--- src/design/tdc_spi_pkg.sv ---
// Constants, encodings and defaults shared by the serial command block
// Functional notes
// Power opcode 0x30 does a full reset and halts measurement.
// After that reset measurement is stopped, configuration back to defaults.
// Init opcode 0x18 restarts, keeps configuration, then starts measuring.
// After init the stop channels open only after sixteen reference pulses.
// Init during measurement keeps results already stored.
// Master waits the reset recovery delay after init before next access.
// Writes reach configuration registers only; opcode top bits 100.
// Low five opcode bits hold the start register address.
// Each written data byte goes to the next higher register.
// A full configuration normally starts at address zero, all bytes in order.
// Result read opcode top bits 011 selects addresses eight to thirty-one.
// Configuration read opcode top bits 010 selects addresses zero to seventeen.
// Read shifts out bytes, advancing the address per byte, any start.
// Every access opens with its opcode right after a select pulse.
// An empty channel reads all ones in index and result fields.
// System suppresses the LVDS result path while reading over serial.
// Serial readout ignores configured LVDS field widths.
// Stop result counts LSBs of reference period over divider.
// Largest stop result is the divider minus one; the code gives divider - ceil(divider/2^FRAC_W) above 2^FRAC_W.
// For LVDS the divider must fit the configured result width.
// Serial stop result is at most 20 bits; top four bits unused.
// Divider is best set to reference period in picoseconds.
// Select high resets serial logic and floats data output.
// Input data taken on falling serial clock, MSB first.
// Output data driven on rising serial clock, MSB first.
// Interrupt output low while any result waits for readout.
// Unknown opcodes are ignored and change no register.
// Select high ends a transaction; next one starts with an opcode.
package tdc_spi_pkg;

  // ****************************************************************
  // Opcodes
  // ****************************************************************
  localparam logic [7:0] OPC_POWER     = 8'h30;
  localparam logic [7:0] OPC_INIT      = 8'h18;
  localparam logic [2:0] OPC_WRITE_CFG = 3'h4;
  localparam logic [2:0] OPC_READ_RES  = 3'h3;
  localparam logic [2:0] OPC_READ_CFG  = 3'h2;

  // ****************************************************************
  // Address map
  // ****************************************************************
  localparam logic [4:0] CFG_LAST_ADDR = 5'h11;
  localparam logic [4:0] RES_FIRST     = 5'h08;
  localparam logic [4:0] RES_BYTES     = 5'h06;
  localparam int unsigned CFG_DEPTH    = 18;
  localparam logic [4:0] CFG_ENA_ADDR  = 5'h00;
  localparam logic [4:0] CFG_DIV_ADDR  = 5'h06;

  // ****************************************************************
  // Result coding and timing
  // ****************************************************************
  localparam logic [23:0] EMPTY_FIELD   = 24'hFFFFFF;
  localparam int unsigned STOP_W        = 20;
  localparam int unsigned REF_W         = 24;
  localparam logic [19:0] STOP_MAX      = 20'hFFFFF;
  localparam logic [4:0]  OPEN_PULSES   = 5'h10;

  // Configuration defaults: both channels enabled, divider 250000
  localparam logic [CFG_DEPTH-1:0][7:0] CFG_DEFAULTS = {
    8'h00, 8'h00, 8'h00, 8'h00, 8'h00, 8'h00, 8'h00, 8'h00, 8'h00,
    8'h03, 8'hD0, 8'h90, 8'h00, 8'h00, 8'h00, 8'h00, 8'h00, 8'h03};

  typedef enum logic [2:0] {
    ST_OPCODE   = 3'b000,
    ST_WRITE    = 3'b001,
    ST_READ_CFG = 3'b010,
    ST_READ_RES = 3'b011,
    ST_IGNORE   = 3'b100
  } spi_state_e;

endpackage : tdc_spi_pkg
--- src/design/cfg_regs.sv ---
// Configuration byte store with registered read port
`timescale 1ns/1ps
module cfg_regs (
  input  wire logic       clk_in,
  input  wire logic       rst_in,
  input  wire logic       load_defaults_in,
  input  wire logic       wr_en_in,
  input  wire logic [4:0] wr_addr_in,
  input  wire logic [7:0] wr_data_in,
  input  wire logic [4:0] rd_addr_in,
  output logic      [7:0] rd_data_out,
  output logic      [7:0] enable_byte_out,
  output logic     [23:0] divider_out
);

  logic [tdc_spi_pkg::CFG_DEPTH-1:0][7:0] mem_q;

  // Storage; defaults come back on reset and on power opcode
  always_ff @(posedge clk_in) begin
    if (rst_in || load_defaults_in) begin
      mem_q <= tdc_spi_pkg::CFG_DEFAULTS;
    end else if (wr_en_in) begin
      mem_q[wr_addr_in] <= wr_data_in;
    end
  end

  // Registered read; out-of-range addresses read zero
  always_ff @(posedge clk_in) begin
    if (rst_in) begin
      rd_data_out <= 8'h00;
    end else if (rd_addr_in <= tdc_spi_pkg::CFG_LAST_ADDR) begin
      rd_data_out <= mem_q[rd_addr_in];
    end else begin
      rd_data_out <= 8'h00;
    end
  end

  // Fields that steer the measurement logic
  assign enable_byte_out = mem_q[tdc_spi_pkg::CFG_ENA_ADDR];
  assign divider_out     = {mem_q[tdc_spi_pkg::CFG_DIV_ADDR + 5'h02],
                            mem_q[tdc_spi_pkg::CFG_DIV_ADDR + 5'h01],
                            mem_q[tdc_spi_pkg::CFG_DIV_ADDR]};

endmodule : cfg_regs

--- src/design/stop_result_coder.sv ---
// Scales a raw fraction of the reference period into divider LSBs
`timescale 1ns/1ps
module stop_result_coder #(
  parameter int unsigned FRAC_W = 16
) (
  input  wire logic              clk_in,
  input  wire logic              rst_in,
  input  wire logic              valid_in,
  input  wire logic [FRAC_W-1:0] fraction_in,
  input  wire logic       [23:0] divider_in,
  output logic                   valid_out,
  output logic            [19:0] stop_out
);

  logic [FRAC_W+23:0] product;
  logic [23:0]        scaled;

  // Fraction is below one, so the scaled value never reaches the divider
  assign product = {24'h000000, fraction_in} * {{FRAC_W{1'b0}}, divider_in};
  assign scaled  = product[FRAC_W+23:FRAC_W];

  // LSB count
  // Top value divider-1 only while divider <= 2^FRAC_W, else divider - ceil(divider/2^FRAC_W); clamp to 20 bits
  always_ff @(posedge clk_in) begin
    if (rst_in) begin
      valid_out <= 1'b0;
      stop_out  <= 20'h00000;
    end else begin
      valid_out <= valid_in;
      if (scaled[23:20] != 4'h0) begin
        stop_out <= tdc_spi_pkg::STOP_MAX;
      end else begin
        stop_out <= scaled[19:0];
      end
    end
  end

endmodule : stop_result_coder

--- src/design/tdc_spi_core.sv ---
// Serial command interface, measurement control and result holding
`timescale 1ns/1ps
module tdc_spi_core #(
  parameter int unsigned FRAC_W = 16
) (
  input  wire logic              clk_in,
  input  wire logic              rst_in,
  input  wire logic              select_n_in,
  input  wire logic              sck_in,
  input  wire logic              mosi_in,
  input  wire logic              ref_clk_in,
  input  wire logic        [1:0] hit_valid_in,
  input  wire logic [FRAC_W-1:0] hit_fraction_a_in,
  input  wire logic [FRAC_W-1:0] hit_fraction_b_in,
  output logic                   miso_out,
  output logic                   miso_oe_out,
  output logic                   irq_n_out,
  output logic                   running_out,
  output logic                   stops_open_out
);

  // ****************************************************************
  // Pin synchronisers
  // ****************************************************************
  logic [2:0] sck_sync_q;
  logic [1:0] mosi_sync_q;
  logic [1:0] sel_sync_q;
  logic [2:0] ref_sync_q;

  // Two stages before use; third stage only feeds edge detection
  always_ff @(posedge clk_in) begin
    if (rst_in) begin
      sck_sync_q  <= 3'h0;
      mosi_sync_q <= 2'h0;
      sel_sync_q  <= 2'h3;
      ref_sync_q  <= 3'h0;
    end else begin
      sck_sync_q  <= {sck_sync_q[1:0], sck_in};
      mosi_sync_q <= {mosi_sync_q[0], mosi_in};
      sel_sync_q  <= {sel_sync_q[0], select_n_in};
      ref_sync_q  <= {ref_sync_q[1:0], ref_clk_in};
    end
  end

  logic sel_hi;
  logic mosi_s;
  logic sck_fall;
  logic sck_rise;
  logic ref_rise;

  assign sel_hi   = sel_sync_q[1];
  assign mosi_s   = mosi_sync_q[1];
  // Falling edge takes data
  assign sck_fall = sck_sync_q[2] & ~sck_sync_q[1];
  // Rising edge drives data
  assign sck_rise = ~sck_sync_q[2] & sck_sync_q[1];
  assign ref_rise = ~ref_sync_q[2] & ref_sync_q[1];

  // ****************************************************************
  // Serial receive and command decode
  // ****************************************************************
  tdc_spi_pkg::spi_state_e state_q;
  logic [2:0] bit_cnt_q;
  logic [6:0] rx_q;
  logic [4:0] addr_q;
  logic [7:0] rx_full;
  logic       byte_done;
  logic       opc_byte;

  assign rx_full   = {rx_q, mosi_s};
  assign byte_done = sck_fall && (bit_cnt_q == 3'h7) && !sel_hi;
  assign opc_byte  = byte_done && (state_q == tdc_spi_pkg::ST_OPCODE);

  // Select high holds the serial logic in reset
  // Each frame starts again at the opcode byte
  always_ff @(posedge clk_in) begin
    if (rst_in || sel_hi) begin
      state_q   <= tdc_spi_pkg::ST_OPCODE;
      bit_cnt_q <= 3'h0;
      rx_q      <= 7'h00;
      addr_q    <= 5'h00;
    end else if (sck_fall) begin
      rx_q      <= rx_full[6:0];
      bit_cnt_q <= bit_cnt_q + 3'h1;
      if (bit_cnt_q == 3'h7) begin
        case (state_q)
          tdc_spi_pkg::ST_OPCODE: begin
            // Start address in low five bits
            addr_q <= rx_full[4:0];
            // Write pattern
            if (rx_full[7:5] == tdc_spi_pkg::OPC_WRITE_CFG) begin
              state_q <= tdc_spi_pkg::ST_WRITE;
            // Result read pattern
            end else if (rx_full[7:5] == tdc_spi_pkg::OPC_READ_RES) begin
              state_q <= tdc_spi_pkg::ST_READ_RES;
            // Configuration read pattern
            end else if (rx_full[7:5] == tdc_spi_pkg::OPC_READ_CFG) begin
              state_q <= tdc_spi_pkg::ST_READ_CFG;
            // Power, init and unknown bytes end the frame
            end else begin
              state_q <= tdc_spi_pkg::ST_IGNORE;
            end
          end
          tdc_spi_pkg::ST_WRITE,
          tdc_spi_pkg::ST_READ_CFG,
          tdc_spi_pkg::ST_READ_RES: begin
            // Auto increment
            // Auto increment on read
            addr_q <= addr_q + 5'h01;
          end
          default: begin
            addr_q <= addr_q;
          end
        endcase
      end
    end
  end

  logic power_q;
  logic init_q;

  // Command pulses; the whole byte must match, so 0x30/0x18 only
  always_ff @(posedge clk_in) begin
    if (rst_in) begin
      power_q <= 1'b0;
      init_q  <= 1'b0;
    end else begin
      // Power opcode
      power_q <= opc_byte && (rx_full == tdc_spi_pkg::OPC_POWER);
      // Init opcode
      init_q  <= opc_byte && (rx_full == tdc_spi_pkg::OPC_INIT);
    end
  end

  // ****************************************************************
  // Configuration store
  // ****************************************************************
  logic        cfg_we;
  logic [7:0]  cfg_rd;
  logic [7:0]  enable_byte;
  logic [23:0] divider;

  // Writes past the configuration range are dropped
  assign cfg_we = byte_done && (state_q == tdc_spi_pkg::ST_WRITE) &&
                  (addr_q <= tdc_spi_pkg::CFG_LAST_ADDR);

  // Power opcode reloads defaults
  cfg_regs u_cfg (
    .clk_in           (clk_in),
    .rst_in           (rst_in),
    .load_defaults_in (power_q),
    .wr_en_in         (cfg_we),
    .wr_addr_in       (addr_q),
    .wr_data_in       (rx_full),
    .rd_addr_in       (addr_q),
    .rd_data_out      (cfg_rd),
    .enable_byte_out  (enable_byte),
    .divider_out      (divider)
  );

  // ****************************************************************
  // Measurement control
  // ****************************************************************
  localparam int unsigned REF_W_L = tdc_spi_pkg::REF_W - 1;
  logic             running_q;
  logic             open_q;
  logic [4:0]       open_cnt_q;
  logic [REF_W_L:0] ref_idx_q;

  // Init keeps stored results; power and reset clear them, as does reading a channel's last byte
  always_ff @(posedge clk_in) begin
    if (rst_in || power_q) begin
      // Measurement stopped
      running_q  <= 1'b0;
      open_q     <= 1'b0;
      open_cnt_q <= 5'h00;
      ref_idx_q  <= '0;
    end else if (init_q) begin
      // Start measuring
      running_q  <= 1'b1;
      open_q     <= 1'b0;
      open_cnt_q <= 5'h00;
      ref_idx_q  <= '0;
    end else if (running_q && ref_rise) begin
      ref_idx_q <= ref_idx_q + 1'b1;
      // Open after sixteen reference pulses
      if (!open_q) begin
        open_cnt_q <= open_cnt_q + 5'h01;
        if (open_cnt_q == tdc_spi_pkg::OPEN_PULSES - 5'h01) begin
          open_q <= 1'b1;
        end
      end
    end
  end

  // ****************************************************************
  // Per-channel result holding
  // ****************************************************************
  logic [1:0]        ch_valid_q;
  logic [1:0][47:0]  ch_bytes;
  logic [1:0][4:0]   ch_base;
  logic [1:0]        consume;
  logic [FRAC_W-1:0] frac_in [2];

  assign frac_in[0] = hit_fraction_a_in;
  assign frac_in[1] = hit_fraction_b_in;

  genvar ch;
  generate
    for (ch = 0; ch < 2; ch++) begin : g_ch
      logic        hit_ok;
      logic        coded_valid;
      logic [19:0] coded_stop;
      logic [23:0] ref_pipe_q;
      logic [23:0] ref_q;
      logic [19:0] stop_q;

      assign ch_base[ch] = tdc_spi_pkg::RES_FIRST +
                           5'(ch) * tdc_spi_pkg::RES_BYTES;
      // Hits count only while open and enabled by configuration
      assign hit_ok = hit_valid_in[ch] && open_q && enable_byte[ch];
      // Reading the channel's last byte frees the slot
      assign consume[ch] = sck_rise && !sel_hi && (bit_cnt_q == 3'h0) &&
                           (state_q == tdc_spi_pkg::ST_READ_RES) &&
                           (addr_q == ch_base[ch] +
                            tdc_spi_pkg::RES_BYTES - 5'h01);

      stop_result_coder #(
        .FRAC_W (FRAC_W)
      ) u_coder (
        .clk_in      (clk_in),
        .rst_in      (rst_in),
        .valid_in    (hit_ok),
        .fraction_in (frac_in[ch]),
        .divider_in  (divider),
        .valid_out   (coded_valid),
        .stop_out    (coded_stop)
      );

      // Index travels alongside the coder latency
      always_ff @(posedge clk_in) begin
        if (rst_in) begin
          ref_pipe_q <= 24'h000000;
        end else if (hit_ok) begin
          ref_pipe_q <= ref_idx_q;
        end
      end

      // Results survive init
      // A new result in the consume cycle wins over the clear
      always_ff @(posedge clk_in) begin
        if (rst_in || power_q) begin
          ch_valid_q[ch] <= 1'b0;
          ref_q          <= 24'h000000;
          stop_q         <= 20'h00000;
        end else if (coded_valid) begin
          ch_valid_q[ch] <= 1'b1;
          ref_q          <= ref_pipe_q;
          stop_q         <= coded_stop;
        end else if (consume[ch]) begin
          ch_valid_q[ch] <= 1'b0;
        end
      end

      // Empty channel reads all ones
      // Fixed three-byte fields; top nibble zero
      assign ch_bytes[ch] = ch_valid_q[ch] ?
                            {ref_q, 4'h0, stop_q} :
                            {tdc_spi_pkg::EMPTY_FIELD,
                             tdc_spi_pkg::EMPTY_FIELD};
    end
  endgenerate

  // ****************************************************************
  // Read data selection and serial transmit
  // ****************************************************************
  logic [7:0] res_byte;
  logic [4:0] rel;

  // Result window; status bytes outside the channels read zero
  always_comb begin
    res_byte = 8'h00;
    rel      = 5'h00;
    for (int i = 0; i < 2; i++) begin
      if (addr_q >= ch_base[i] &&
          addr_q < ch_base[i] + tdc_spi_pkg::RES_BYTES) begin
        rel      = addr_q - ch_base[i];
        res_byte = ch_bytes[i][8'd47 - {rel, 3'h0} -: 8];
      end
    end
  end

  logic [7:0] tx_byte_q;
  logic [7:0] tx_q;
  logic       miso_q;
  logic       miso_oe_q;

  // Byte to send is staged ahead; serial clock must be much slower
  always_ff @(posedge clk_in) begin
    if (rst_in) begin
      tx_byte_q <= 8'h00;
    end else if (state_q == tdc_spi_pkg::ST_READ_CFG) begin
      tx_byte_q <= cfg_rd;
    end else begin
      tx_byte_q <= res_byte;
    end
  end

  // Output floats while select is high
  // Shift out MSB first on rising edge
  always_ff @(posedge clk_in) begin
    if (rst_in || sel_hi) begin
      tx_q      <= 8'h00;
      miso_q    <= 1'b0;
      miso_oe_q <= 1'b0;
    end else begin
      miso_oe_q <= 1'b1;
      if (sck_rise && (state_q == tdc_spi_pkg::ST_READ_CFG ||
                       state_q == tdc_spi_pkg::ST_READ_RES)) begin
        if (bit_cnt_q == 3'h0) begin
          miso_q <= tx_byte_q[7];
          tx_q   <= {tx_byte_q[6:0], 1'b0};
        end else begin
          miso_q <= tx_q[7];
          tx_q   <= {tx_q[6:0], 1'b0};
        end
      end
    end
  end

  // ****************************************************************
  // Status outputs
  // ****************************************************************
  logic irq_n_q;

  // Low while any result waits
  always_ff @(posedge clk_in) begin
    if (rst_in) begin
      irq_n_q <= 1'b1;
    end else begin
      irq_n_q <= ~|ch_valid_q;
    end
  end

  assign miso_out       = miso_q;
  assign miso_oe_out    = miso_oe_q;
  assign irq_n_out      = irq_n_q;
  assign running_out    = running_q;
  assign stops_open_out = open_q;

endmodule : tdc_spi_core

--- config.mk ---
export PLATFORM = sky130hd
export DESIGN_NAME = tdc_spi_core
export DESIGN_NICKNAME = d
export VERILOG_FILES = /design/src/design/tdc_spi_pkg.sv /design/src/design/cfg_regs.sv /design/src/design/stop_result_coder.sv /design/src/design/tdc_spi_core.sv
export SDC_FILE = /design/constraint.sdc
export NUM_CORES = 2
export LEC_CHECK = 0
export ABC_AREA = 1
export BUFFER_PORTS_ARGS = -buffer_cell sky130_fd_sc_hd__clkbuf_2
export CAP_MARGIN = 20
export CORE_MARGIN = 10
export CORE_UTILIZATION = 60
export DETAILED_ROUTE_END_ITERATION = 8
export HOLD_SLACK_MARGIN = 0.02
export PLACE_DENSITY = 0.81
export SETUP_SLACK_MARGIN = 0.3
export SYNTH_ARGS = -nofsm -noshare
export SYNTH_HDL_FRONTEND = slang
export SYNTH_SLANG_ARGS = --single-unit
--- constraint.sdc ---
create_clock -name clk_in -period 13.6 [get_ports clk_in]
set_input_delay 0 -clock clk_in [delete_from_list [all_inputs] [get_ports clk_in]]
set_output_delay 0 -clock clk_in [all_outputs]
set_load 0.01 [all_outputs]
== Yosys cells after proc, flatten, opt, wreduce, memory -nomap -nowiden ==
Index checks and enable logic that the tools add are counted.

* Divide/modulo/power cells: 0
* Equality and inequality tests: 12
* Mux-type cells: 25
* Reductions and logical operators: 40
* Multiply operators: 2
* Shift operators: 2
* Bitwise logic cells: 8
* Magnitude comparators: 7
* $add $sub $neg: 8

{| class="wikitable"
|+ Operators with widths
! operator !! count
|-
| $bwmux W144 || 1
|-
| $shiftx A55 B9 Y8 || 2
|-
| $mux W48 || 2
|-
| $mul A16 B24 Y40 || 2
|-
| $mux W8 || 6
|-
| $bmux W8 S5 || 1
|-
| $demux W8 S5 || 1
|-
| $mux W20 || 2
|-
| $add A24 B1 Y24 const B || 1
|-
| $logic_and A1 B1 Y1 || 21
|-
| $sub A6 B8 Y8 const A || 2
|-
| $eq A3 B2 Y1 const B || 4
|-
| $add A5 B1 Y5 const B || 2
|-
| $eq A5 B4 Y1 const B || 2
|-
| $ge A5 B4 Y1 const B || 2
|-
| $pmux W5 S2 || 1
|-
| $sub A5 B4 Y5 const B || 2
|-
| $mux W3 || 3
|-
| $eq A8 B5 Y1 const B || 1
|-
| $eq A8 B6 Y1 const B || 1
|-
| $mux W1 || 8
|-
| $reduce_bool A4 Y1 || 2
|-
| $eq A3 B3 Y1 const B || 2
|-
| $logic_not A3 Y1 || 2
|-
| 17 further kinds || 31
|}

* Memory bits (writable): 0
* Latch bits: 0
* Output and inout bits: 5
* Memory bits (read-only): 0
* Logic and storage cells: 154
* Register bits: 412
* Bits of input ports: 40
* Memories: 0

== Depth between registers and ports, before layout ==
* Depth after elaboration: 8
* Gate-level depth with buffers: 32
* Depth with buffers taken out: 30

== By module ==
A second synthesis with hierarchy kept.

* Cell total of the unflattened synthesis: 6271
* Area total of the unflattened synthesis: 44363.8 um2

{| class="wikitable"
|+ By module, submodules not included
! module !! area each (um2) !! cells each !! sequential area each (um2) !! instances
|-
| stop_result_coder (g_ch[0].u_coder) || 13854.5 || 1940 || 420.4 || 1
|-
| stop_result_coder (g_ch[1].u_coder) || 13845.8 || 1933 || 420.4 || 1
|-
| tdc_spi_core || 9471.6 || 1342 || 4344.2 || 1
|-
| cfg_regs || 7191.9 || 1056 || 3042.9 || 1
|}

== Worst setup path after synthesis ==
No wires, ideal clock.

* Kind: register to register
* From: register u_cfg.mem_q, in the netlist u_cfg.divider_out[21]
* To: register g_ch[0].u_coder.stop_out[19]
* Path buffers: 3
* Required time: 13.472 ns
* Stages on the path, launching flop included: 30
* Arrival time: 5.562 ns
* Clock period less this slack: 5.689 ns
* Setup slack: 7.911 ns
* Cells stage by stage: dfxtp_1 -> clkbuf_1 -> clkbuf_1 -> nand2_1 -> fa_1 -> inv_1 -> fa_1 -> inv_1 -> fa_1 -> inv_1 -> fa_1 -> fa_1 -> inv_1 -> fa_1 -> inv_1 -> ha_1 -> nand2_1 -> nor2_1 -> inv_1 -> nor2_1 -> nand2_1 -> nor2_1 -> nand2_1 -> nand4_1 -> nand2_1 -> nor2_2 -> buf_4 -> nand2_1 -> nor2_1 -> nor2_1

* Cells in the longest elaborated chain, start to end: 3

{| class="wikitable"
|+ RTL lines
! what !! line !! RTL
|-
| from (decl) || cfg_regs.sv:16 || <nowiki>logic [tdc_spi_pkg::CFG_DEPTH-1:0][7:0] mem_q;</nowiki>
|-
| from (signal assigned) || cfg_regs.sv:21 || <nowiki>mem_q <= tdc_spi_pkg::CFG_DEFAULTS;</nowiki>
|-
| from (signal, indexed assignment) || cfg_regs.sv:23 || <nowiki>mem_q[wr_addr_in] <= wr_data_in;</nowiki>
|-
| $mul A16 B24 Y40 (*) || stop_result_coder.sv:19 || <nowiki>assign product = {24'h000000, fraction_in} * {{FRAC_W{1'b0}}, divider_in};</nowiki>
|-
| $reduce_bool A4 Y1 || stop_result_coder.sv:30 || <nowiki>if (scaled[23:20] != 4'h0) begin</nowiki>
|-
| $mux W20 (*) || stop_result_coder.sv:30 ||
|-
| to (signal assigned) || stop_result_coder.sv:31 || <nowiki>stop_out <= tdc_spi_pkg::STOP_MAX;</nowiki>
|-
| to (signal assigned) || stop_result_coder.sv:33 || <nowiki>stop_out <= scaled[19:0];</nowiki>
|-
| to (decl) || stop_result_coder.sv:12 || <nowiki>output logic [19:0] stop_out</nowiki>
|}

Mark *: on every way between the ends. The rest lies on a longest branch, timed or not.
A chain may end at the register's enable or synchronous reset.

== Final worst setup path ==
* From: register u_cfg.mem_q, in the netlist u_cfg.divider_out[20]
* To: register g_ch[0].u_coder.stop_out[4]

Same word-level chain as after synthesis.

==> impl_metrics.json <==
{
  "ys_seq_elements": 411,
  "firstDrtPassIters": 6,
  "drc": 0,
  "finalWirelength_mm": 117,
  "grt_setup_unrepaired": "false",
  "p_leak_nw": 23.9,
  "worst_pin_slew_ns": 1.05,
  "avgSynthCellArea_um2": 7.27,
  "critical_path_class": "reg -> reg",
  "status": "finished, final reports clean",
  "via_per_inst": 5.49,
  "clkTransAtPathRegs_ns": 0.06,
  "dieArea_um2": 83600,
  "h-tree-depth": 2,
  "place_ws_ns": 6.53,
  "ir_drop_mv": 0.119,
  "dieHeight_um": 289,
  "dp_hpwl_mm": 84.8,
  "numCtsBuffers": 42,
  "crit_path_end_kind": "register",
  "endpoint": "g_ch[0].u_coder.stop_out[4]$_SDFF_PP0_",
  "yosysSeqAreaShare_pct": 18.9,
  "grt_max_degree": 102,
  "r2r-start": "u_cfg.divider_out[20]$_SDFFE_PP0P_",
  "hold_path.class": "in -> reg",
  "min_from": "hit_valid_in[0]",
  "first_global_vias": 37175,
  "num-fill-cells": 6265,
  "clock_path_buffers": 3,
  "grt_pass1_wl_mm": 191,
  "routedWlPerCell_um": 17.3,
  "fin_ws_ns": 6.39,
  "r2r_cells": 26,
  "arrival_ns": 7.65,
  "worstPathRequired_ns": 14.04,
  "netlist_area_um2": 43400,
  "min_period_ns": 7.21,
  "synth_warnings": 0,
  "setup_tns_ns": 0,
  "rr_endpoint": "g_ch[0].u_coder.stop_out[4]$_SDFF_PP0_",
  "layout-drive-gt1-share_pct": 3.62,
  "crit_top_cell": "nand2_1",
  "reg2reg_slack_ns": 6.39,
  "clk_latency_ns": 0.56,
  "cts_tree": "yes",
  "crit_path_top_delay_cell": "dfxtp_1",
  "startpoint": "u_cfg.divider_out[20]$_SDFFE_PP0P_",
  "skew_ns": 0.0274,
  "start_util_pct": 60.7,
  "vias": 37229,
  "ant_nets": 0,
  "post_cts_buffers": 0,
  "final-setup-viol-count": 0,
  "port_buffers": 44,
  "max_slew_margin_pct": 30.2,
  "place.gp.congestion": 0.978,
  "critPathLaunchType": "register",
  "post_cts_resized": 0,
  "hold_violations": 0,
  "slowest_delay_ns": 0.90,
  "grtUsageTotal_pct": 28.3,
  "layout.nets": 6685,
  "cts_sinks": 411,
  "antenna_found_initial": 0,
  "final_common_cell": "inv_1",
  "fp-row-count": 98,
  "root_buffer": "clkbuf_16",
  "yosysUniqueCellTypes": 53,
  "p_per_area_nw_per_um2": 120,
  "syn_inst": 5976,
  "final_cell_mix": "inv_1 (1,486), nand2_1 (1,459), fa_1 (610)",
  "core_um2": 71600,
  "min_period_over_period_pct": 53.0,
  "fmax_mhz": 139,
  "grt_overflow_total": 0,
  "holdBufCountCts": 8,
  "diodes": 0,
  "cp_max_fo": 20,
  "die_w_um": 289,
  "first_iter_violations": 3702,
  "io_pins": 45,
  "slew_violations": 0,
  "area_delta_synth_final_pct": 4.17,
  "synth_fp_nets": 6862,
  "cap_violations": 0
}
cell usage after synthesis (all sizes together):
cell,instances,area [um^2]
a21boi,1,7.51
nor3b,1,7.51
xnor2,26,228
nand3,132,716
or2,4,25.0
xor2,23,209
clkinv,1,3.75
inv,1491,5600
a21o,18,135
o21ai,389,1950
buf,53,333
nand4,7,43.8
o22ai,8,56.3
nand2,1470,5560
o311ai,1,8.76
o211a,1,10.0
and3,1,6.26
o32ai,1,8.76
a221oi,1,8.76
nor4,12,90.1
fa,610,12200
nand3b,13,97.6
dfxtp,411,8230
o31ai,3,22.5
a22o,7,61.3
nor3,29,156
clkbuf,263,987
o41ai,1,8.76
a21oi,481,2410
ha,236,2950
o221ai,2,17.5
nor2,239,985
a211oi,1,7.51
a31oi,7,43.8
o211ai,19,153
o21bai,13,97.6
power by group:
| part | leakage [nW] | internal (W) | switching, W |
|---|---|---|---|
| Combinational | 19.9 | 0.00108 | 0.00195 |
| Clock | 0.639 | 0.000628 | 0.000478 |
| Sequential | 3.32 | 0.00126 | 0.0000257 |
cells by family after synthesis:
kind of cell | after synthesis | synth area share (%)
fa+ha+maj | 846 | 34.9
simple gates | 1908 | 17.7
flops | 411 | 18.9
compound gates | 954 | 11.5
buf+inv | 1808 | 15.9
xor+xnor | 49 | 1.01
area by class of cell:
type	count	area, um^2	area share, %
timing repair buffer	95	623	1.38
multi-input combinational	3757	28300	62.5
clock buffer	67	1240	2.75
clock inverter	7	57.6	0.127
inverter	1492	5600	12.4
sequential	411	8240	18.2
tap	950	1190	2.63
registers in the layout (all words and copies together) (netlist names), 5 cells and up:
register               count
tx_q                       7
tx_byte_q                  8
u_cfg.rd_data_out          8
rx_q                       7
u_cfg.divider_out         24
g_ch.u_coder.stop_out     40
g_ch.ref_pipe_q           48
g_ch.stop_q               40
u_cfg.mem_q              112
open_cnt_q                 5
ref_idx_q                 24
u_cfg.enable_byte_out      8
addr_q                     5
g_ch.ref_q                48
per-stage QoR:
step	utilization [%]	power, W	hold WS [ns]	instances	area (um^2)
final	63.2	0.00542	0.0407	6779	45300
after global routing	63.2	0.00585	0.0647	6779	45300
after CTS	63.2	0.00538	0.0287	6779	45300
after detailed placement	61.3	0.00427	0.190	6697	43900
after global placement	61.3	0.00424	0.190	6697	43900
after floorplan	-	0.00345	0.104	5976	43400
per-layer routing:
metal | vias to the layer above | global-route usage [%] | wire (um)
li1 | 17324 | - | -
met1 | 17595 | 37.8 | 46800
met2 | 1942 | 45.8 | 53600
met3 | 368 | 4.29 | 11900
met4 | 0 | 11.2 | 5160
met5 | - | 0 | 0
critical path, delay by kind of cell (launching register included):
| family | cells | cell delay, ns |
|---|---|---|
| buffers and inverters | 7 | 0.72 |
| flip-flops | 1 | 0.90 |
| AO/OA/AOI/OAI | 3 | 0.70 |
| AND/OR/NAND/NOR | 9 | 1.37 |
| adder cells (fa/ha/maj) | 7 | 3.38 |
worst min-delay path by stage:
stage | endpoint | slack (ns) | cells after the start
floorplan | sel_sync_q[0]$_SDFF_PP1_ | 0.10 | 1
global placement | sel_sync_q[0]$_SDFF_PP1_ | 0.19 | 2
detailed placement | sel_sync_q[0]$_SDFF_PP1_ | 0.19 | 2
CTS | g_ch[0].u_coder.valid_out$_SDFF_PP0_ | 0.03 | 4
global route | g_ch[0].u_coder.valid_out$_SDFF_PP0_ | 0.06 | 4
finish | g_ch[0].u_coder.valid_out$_SDFF_PP0_ | 0.04 | 4
(Power assumes the default switching activity.)
